File: src/verilog/frps_pkg.sv
package frps_pkg;
  // clock rate used to turn times into cycle counts
  localparam int unsigned CLK_MHZ          = 100;
  // times in microseconds, as printed
  localparam int unsigned RST_LOW_MIN_US   = 10;
  localparam int unsigned SEL_DELAY_US     = 10;
  localparam int unsigned POR_RECOV_US     = 35;
  localparam int unsigned DECODE_RECOV_US  = 40;
  localparam int unsigned READ_RECOV_US    = 35;
  localparam int unsigned PROG_RECOV_US    = 310;
  // times in milliseconds, as printed
  localparam int unsigned SE4K_RECOV_MS    = 12;
  localparam int unsigned BLK_RECOV_MS     = 25;
  localparam int unsigned CHIP_RECOV_MS    = 100;
  localparam int unsigned STWR_RECOV_MS    = 40;
  // default settle delay after the supply is good, a plain choice
  localparam int unsigned SETTLE_US        = 100;
  // least times round up to whole cycles
  localparam int unsigned RST_LOW_MIN_CYC  = RST_LOW_MIN_US * CLK_MHZ;
  localparam int unsigned POR_RECOV_CYC    = POR_RECOV_US * CLK_MHZ;
  localparam int unsigned DECODE_RECOV_CYC = DECODE_RECOV_US * CLK_MHZ;
  localparam int unsigned READ_RECOV_CYC   = READ_RECOV_US * CLK_MHZ;
  localparam int unsigned PROG_RECOV_CYC   = PROG_RECOV_US * CLK_MHZ;
  localparam int unsigned SE4K_RECOV_CYC   = SE4K_RECOV_MS * 1000 * CLK_MHZ;
  localparam int unsigned BLK_RECOV_CYC    = BLK_RECOV_MS * 1000 * CLK_MHZ;
  localparam int unsigned CHIP_RECOV_CYC   = CHIP_RECOV_MS * 1000 * CLK_MHZ;
  localparam int unsigned STWR_RECOV_CYC   = STWR_RECOV_MS * 1000 * CLK_MHZ;
  localparam int unsigned SETTLE_CYC       = SETTLE_US * CLK_MHZ;
  // activity codes reported by the core
  typedef enum logic [2:0] {
    FRPS_ACT_IDLE   = 3'b000,
    FRPS_ACT_DECODE = 3'b001,
    FRPS_ACT_READ   = 3'b010,
    FRPS_ACT_PROG   = 3'b011,
    FRPS_ACT_SE4K   = 3'b100,
    FRPS_ACT_BLK    = 3'b101,
    FRPS_ACT_CHIP   = 3'b110,
    FRPS_ACT_STWR   = 3'b111
  } frps_act_t;
  typedef enum logic [1:0] {
    FRPS_ST_POWER   = 2'b00,
    FRPS_ST_RESET   = 2'b01,
    FRPS_ST_RECOVER = 2'b10,
    FRPS_ST_READY   = 2'b11
  } frps_state_t;
  localparam int unsigned CNT_W = 24;
endpackage : frps_pkg

File: src/verilog/frps_sequencer.sv
// Operation
// - after reset, device is in standby with 3-byte addressing
// - reset returns all volatile bits, latch, busy, locks, to defaults
// - reset during program or erase aborts it at once
// - while reset is low, serial output floats and activity is minimal
// - reset during decoding needs 40 us recovery before commands
// - reset during read needs 35 us, during program 310 us
// - erase recovery is 12 ms sector, 25 ms block, 100 ms chip
// - reset during status write needs 40 ms recovery
// - after power-up device is in standby with write latch cleared
// - below write-inhibit threshold logic held in reset, commands ignored
// - after power-on reset, 35 us recovery before commands accepted
`timescale 1ns/100ps
module frps_sequencer #(
  parameter int unsigned SETTLE_CYC     = frps_pkg::SETTLE_CYC,      // supply settle delay
  parameter int unsigned RST_LOW_CYC    = frps_pkg::RST_LOW_MIN_CYC, // least reset low width
  parameter int unsigned POR_CYC        = frps_pkg::POR_RECOV_CYC,   // power-on recovery
  parameter int unsigned DECODE_CYC     = frps_pkg::DECODE_RECOV_CYC,
  parameter int unsigned READ_CYC       = frps_pkg::READ_RECOV_CYC,
  parameter int unsigned PROG_CYC       = frps_pkg::PROG_RECOV_CYC,
  parameter int unsigned SE4K_CYC       = frps_pkg::SE4K_RECOV_CYC,
  parameter int unsigned BLK_CYC        = frps_pkg::BLK_RECOV_CYC,
  parameter int unsigned CHIP_CYC       = frps_pkg::CHIP_RECOV_CYC,
  parameter int unsigned STWR_CYC       = frps_pkg::STWR_RECOV_CYC
) (
  input  wire logic       mclk,          // system clock, 100 MHz
  input  wire logic       rstn,          // asynchronous reset, active low
  input  wire logic       clkEn,         // clock enable, freezes state when low
  input  wire logic       supplyOk,      // supply above write_inhibit_threshold
  input  wire logic       restartN,      // dedicated reset pin, active low
  input  wire logic       selectN,       // chip select pin, active low
  input  wire logic       serialClk,     // serial clock pin, passed to core unregistered
  input  wire logic [2:0] coreActivity,  // what the core is doing now
  output logic            coreResetN,    // holds core volatile state in reset
  output logic            abortOp,       // one-cycle pulse, abort program, erase or status write
  output logic            addr3Byte,     // 3-byte addressing forced
  output logic            writeEnableLatchClr, // clears write_enable_latch
  output logic            soOe,          // serial output enable permit
  output logic            lowPower,      // minimum activity request
  output logic            coreSelectN,   // select gated to core
  output logic            coreClk,       // serial clock gated to core
  output logic            decodeEn,      // instruction decode permitted
  output logic            ready,         // device accepts commands
  output logic [1:0]      seqState       // sequencer state
);

  localparam int unsigned W = frps_pkg::CNT_W;

  frps_pkg::frps_state_t state_ff, nxt_state;
  logic [W-1:0]          cnt_ff, nxt_cnt;
  logic [W-1:0]          lowCnt_ff, nxt_lowCnt;
  logic                  settled_ff, nxt_settled;
  logic [2:0]            lastAct_ff, nxt_lastAct;

  // recovery length from what the reset interrupted
  function automatic logic [W-1:0] recovLen(input logic [2:0] act);
    logic [W-1:0] r;
    r = W'(READ_CYC);
    case (act)
      frps_pkg::FRPS_ACT_DECODE: r = W'(DECODE_CYC);
      frps_pkg::FRPS_ACT_READ:   r = W'(READ_CYC);
      frps_pkg::FRPS_ACT_PROG:   r = W'(PROG_CYC);
      frps_pkg::FRPS_ACT_SE4K:   r = W'(SE4K_CYC);
      frps_pkg::FRPS_ACT_BLK:    r = W'(BLK_CYC);
      frps_pkg::FRPS_ACT_CHIP:   r = W'(CHIP_CYC);
      frps_pkg::FRPS_ACT_STWR:   r = W'(STWR_CYC);
      default:                   r = W'(READ_CYC);
    endcase
    return r;
  endfunction : recovLen

  wire restartLow  = ~restartN;
  wire pulseValid  = (lowCnt_ff >= W'(RST_LOW_CYC));
  wire cntDone     = (cnt_ff == '0);
  wire isReady     = (state_ff == frps_pkg::FRPS_ST_READY);
  wire busyArray   = (coreActivity == frps_pkg::FRPS_ACT_PROG) || (coreActivity == frps_pkg::FRPS_ACT_SE4K) ||
                     (coreActivity == frps_pkg::FRPS_ACT_BLK)  || (coreActivity == frps_pkg::FRPS_ACT_CHIP) ||
                     (coreActivity == frps_pkg::FRPS_ACT_STWR);

  always_comb begin
    nxt_state   = state_ff;
    nxt_cnt     = cnt_ff;
    nxt_settled = settled_ff;
    nxt_lowCnt  = restartLow ? ((pulseValid) ? lowCnt_ff : lowCnt_ff + W'(1)) : '0;
    nxt_lastAct = lastAct_ff;
    case (state_ff)
      frps_pkg::FRPS_ST_POWER: begin
        if (!supplyOk) begin
          nxt_cnt     = W'(SETTLE_CYC);
          nxt_settled = 1'b0;
        end else if (!settled_ff) begin
          if (cntDone) begin
            nxt_settled = 1'b1;
            nxt_cnt     = W'(POR_CYC);
          end else begin
            nxt_cnt = cnt_ff - W'(1);
          end
        end else if (cntDone) begin
          nxt_state = frps_pkg::FRPS_ST_READY;
        end else begin
          nxt_cnt = cnt_ff - W'(1);
        end
      end
      frps_pkg::FRPS_ST_RESET: begin
        if (!restartLow) begin
          if (pulseValid) begin
            nxt_state = frps_pkg::FRPS_ST_RECOVER;
            nxt_cnt   = recovLen(lastAct_ff);
          end else begin
            nxt_state = frps_pkg::FRPS_ST_READY;
          end
        end
      end
      frps_pkg::FRPS_ST_RECOVER: begin
        if (restartLow) begin
          nxt_state = frps_pkg::FRPS_ST_RESET;
        end else if (cntDone) begin
          nxt_state = frps_pkg::FRPS_ST_READY;
        end else begin
          nxt_cnt = cnt_ff - W'(1);
        end
      end
      default: begin
        if (restartLow) begin
          nxt_state   = frps_pkg::FRPS_ST_RESET;
          nxt_lastAct = coreActivity;
        end
      end
    endcase
    if (!supplyOk) begin
      nxt_state   = frps_pkg::FRPS_ST_POWER;
      nxt_cnt     = W'(SETTLE_CYC);
      nxt_settled = 1'b0;
    end
  end

  always_ff @(posedge mclk or negedge rstn) begin
    if (!rstn) begin
      state_ff   <= frps_pkg::FRPS_ST_POWER;
      cnt_ff     <= W'(SETTLE_CYC);
      lowCnt_ff  <= '0;
      settled_ff <= 1'b0;
      lastAct_ff <= frps_pkg::FRPS_ACT_IDLE;
    end else if (clkEn) begin
      state_ff   <= nxt_state;
      cnt_ff     <= nxt_cnt;
      lowCnt_ff  <= nxt_lowCnt;
      settled_ff <= nxt_settled;
      lastAct_ff <= nxt_lastAct;
    end
  end

  logic abort_ff;
  always_ff @(posedge mclk or negedge rstn) begin
    if (!rstn) begin
      abort_ff <= 1'b0;
    end else if (clkEn) begin
      // abort array operation at reset entry
      abort_ff <= isReady && restartLow && busyArray;
    end
  end

  wire inReset = (state_ff == frps_pkg::FRPS_ST_RESET) || (state_ff == frps_pkg::FRPS_ST_POWER);

  assign abortOp             = abort_ff;
  assign coreResetN          = ~inReset;
  assign writeEnableLatchClr = inReset;
  assign addr3Byte           = ~isReady;
  assign soOe                = isReady && restartN;
  assign lowPower            = (state_ff == frps_pkg::FRPS_ST_RESET);
  // select and clock ignored until ready
  assign coreSelectN         = isReady ? selectN : 1'b1;
  assign coreClk             = isReady ? serialClk : 1'b0;
  assign decodeEn            = isReady && restartN;
  assign ready               = isReady;
  assign seqState            = state_ff;

endmodule : frps_sequencer

File: config.mk
export PLATFORM = sky130hd
export DESIGN_NAME = frps_sequencer
export DESIGN_NICKNAME = d
export VERILOG_FILES = /design/src/verilog/frps_pkg.sv /design/src/verilog/frps_sequencer.sv
export SDC_FILE = /design/constraint.sdc
export NUM_CORES = 1
export LEC_CHECK = 0
export CAP_MARGIN = 0
export CORE_MARGIN = 5
export CORE_UTILIZATION = 35
export CTS_CLUSTER_SIZE = 28
export DETAILED_ROUTE_END_ITERATION = 12
export DONT_BUFFER_PORTS = 1
export SLEW_MARGIN = 5
export SYNTH_ARGS = -nofsm -noshare
export SYNTH_HDL_FRONTEND = slang
export SYNTH_SLANG_ARGS = --single-unit
File: constraint.sdc
create_clock -name mclk -period 6.14 [get_ports mclk]
set_input_delay 1.842 -clock mclk [delete_from_list [all_inputs] [get_ports mclk]]
set_output_delay 1.842 -clock mclk [all_outputs]
set_load 0.1 [all_outputs]
==> impl_metrics.csv <==
group,metric,value,unit
run_status,outcome,"complete, no violations",
die,io_pins,22,
drt,ant_nets,0,
setup_path,critPathKind,"reg -> out",
synthesis,syn-instance-count,412,
drt,detail_route.wl_per_cell,16.6,um
place,place_congestion,0.900,
run,drv_cap,0,
finish,drive_gt1_share,8.71,%
cts,cts.sinks,55,
cts,post_cts_resize_count,0,
cts,cts.repair_timing.setup_buffer_count,0,
finish,nNetsFinal,420,
timing,period_share,83.8,%
synthesis,synth_area,3510,um2
global_route,grt_antenna_before_repair,0,
place,hpwlAfterDp,6.33,mm
setup_path,critPathLaunchType,"flop",
timing,fin_skew,0.00973,ns
drt,num_vias,3106,
pwr,leakage,0.00158,uW
synthesis,synth_top_area_share,35.6,%
timing,setup_viol,0,
synthesis,synth-async-reset-ratio,100,%
synthesis,synth_area_leaders,"dfrtp_1, o21ai_0, a21oi_1, dfstp_2, nor2_1",
pwr,ir_worst_vdd,0.242,mV
cts,clock_latency,0.32,ns
global_route,grt_overflow,0,
global_route,grt_max_degree,56,
cts,cts_made_buffers,5,
die,dieArea,12100,um2
finish,n_antenna_cell,0,
drt,drtIter0Drc,243,
synthesis,yosysMostFrequentCell,"dfrtp_1",
setup_path,crit_start,"seqState[0]",
cts,holdBufCountCts,0,
synthesis,syn-mean-instance-area,8.52,um2
synthesis,yosysWarnings,0,
die,core_area,9770,um2
pwr,powerDensity,418,nW/um2
timing,fin_crit,5.14,ns
timing,fmax,194,MHz
finish,fin_util,38.0,%
setup_path,path_max_fanout,8,
synthesis,syn_nets,431,
synthesis,synthDistinctLibCells,62,
setup_path,endpoint_kind,"output port",
finish,syn_to_final_growth,5.74,%
cts,htreeDepth,2,
cts,cts-root-buf,"clkbuf_8",
hold_path,worstHoldStart,"cnt_ff[10]",
setup_path,cp.arrival,3.30,ns
synthesis,synthTopCellsByCount,"dfrtp_1, nor2_1, o21ai_0",
finish,fill_cells,1003,
cts,cts.clk_slew.worst_paths,0.11,ns
setup_path,worstPathRequired,4.30,ns
die,die_w,110,um
synthesis,yosysTopAreaCell,"dfrtp_1",
timing,tns,0,ns
synthesis,synth_edf_count,0,
timing,hold_violations,0,
cts,cts_tree,"built",
synthesis,synth_ff_type,"dfrtp_1",
die,floorplan.initialDensity,35.9,%
global_route,grt_use_total,15.8,%
hold_path,hold_path.class,"reg -> reg",
synthesis,ys_seq_elements,55,
place,numPortBuffers,0,
drt,vias_per_cell,5.81,
global_route,grt_pass1_wl,15.3,mm
drt,dr.pass1.iters,5,
die,row_count,36,
timing,tightestPinTransition,1.15,ns
drt,drt-total-wl,8.90,mm
drt,drc,0,
die,die_h,110,um
cts,cts_buffer_depth,2,
synthesis,yosysSeqAreaShare,39.4,%
global_route,grt_pass1_vias,2991,
timing,rsz0062_at_grt,"no",
setup_path,r2r-start,"seqState[0]",
timing,slew_headroom,23.1,%
timing,slew_viol_final,0,
-- layout by cell type, fill, tap and decap left out, types with 3 or more instances in the layout --
cell       n
nor3_1    22
a21o_1     4
or2_2      3
nand2_1   30
nand4_1    4
nand3_1   17
and2_1    16
o211ai_1   3
o21ai_0   31
xor2_1     4
clkbuf_8   5
or4_1      4
or3_1      8
nor2_1    32
nor4_1    15
a22o_1     6
a21oi_1   28
dfrtp_1   50
o21ai_1    3
buf_4      5
nand2b_1   5
o22ai_1    5
mux2_2     5
dfstp_2    5
ha_1       9
and3_1     4
o31ai_1    5
inv_1     17
o41ai_1    4
nor2b_1    4
a31oi_1    7
-- metal layers --
layer,up-vias,track usage (%),routed length (um)
li1,1500,-,-
met1,1486,21.8,4000
met2,102,25.2,4170
met3,18,2.97,559
met4,0,4.93,157
met5,-,0,0
-- sequential cells by signal, indices dropped and copies added (netlist names) --
signal / flops
cnt_ff: 24
lowCnt_ff: 24
lastAct_ff: 3
seqState: 2
abortOp: 1
settled_ff: 1
-- power by group --
group | switching (uW) | leakage, uW | internal, uW
clock | 139 | 0.0000515 | 86.3
combinational | 561 | 0.000788 | 226
sequential | 117 | 0.000739 | 424
total | 816 | 0.00158 | 737
-- metrics by stage --
step	hold WS (ns)	instance area (um2)	total power, uW	cells	setup WS (ns)
after floorplan	0.454	3510	1170	412	0.697
after global placement	0.469	3610	1310	527	1.34
after detailed placement	0.471	3610	1320	527	1.33
after CTS	0.503	3710	1550	535	0.956
after global routing	0.525	3710	1660	535	0.858
final	0.499	3710	1550	535	0.995
-- area by class of cell --
| type | instances | area (um2) | area share [%] |
|---|---|---|---|
| multi-input combinational | 316 | 1950 | 52.6 |
| sequential | 55 | 1380 | 37.2 |
| tap | 133 | 166 | 4.48 |
| inverter | 18 | 70.1 | 1.89 |
| clock buffer | 5 | 68.8 | 1.85 |
| timing repair buffer | 5 | 37.5 | 1.01 |
| clock inverter | 3 | 33.8 | 0.910 |
-- worst paths after layout --
| path | endpoint | slack, ns | cells after the start |
|---|---|---|---|
| setup reg to reg | cnt_ff[22] | 2.17 | 8 |
| min in group asynchronous | cnt_ff[23] | 1.20 | 0 |
| max in group asynchronous | cnt_ff[13] | 4.72 | 0 |
| hold / removal | cnt_ff[10] | 0.50 | 2 |
| setup / recovery | coreClk | 1.0 | 2 |
| hold reg to reg | cnt_ff[10] | 0.50 | 2 |
-- cells by family (layout without fill, tap and decap cells) --
kind of cell	count (synthesis)	count (layout)	share of synthesized area, %
buffers and inverters	41	31	5.02
and+or+nand+nor	176	176	27.0
adders and majority gates	9	9	3.21
muxes	5	5	1.60
DFF	55	55	39.4
xor gates and xnor gates	6	6	1.50
AOI/OAI and AO/OA	120	120	22.3
-- worst max-delay path: stages (launching register included) --
cell and delay (ns):
dfrtp_1 1.01, ha_1 1.07, and2_1 0.89
(Power assumes the default switching activity.)
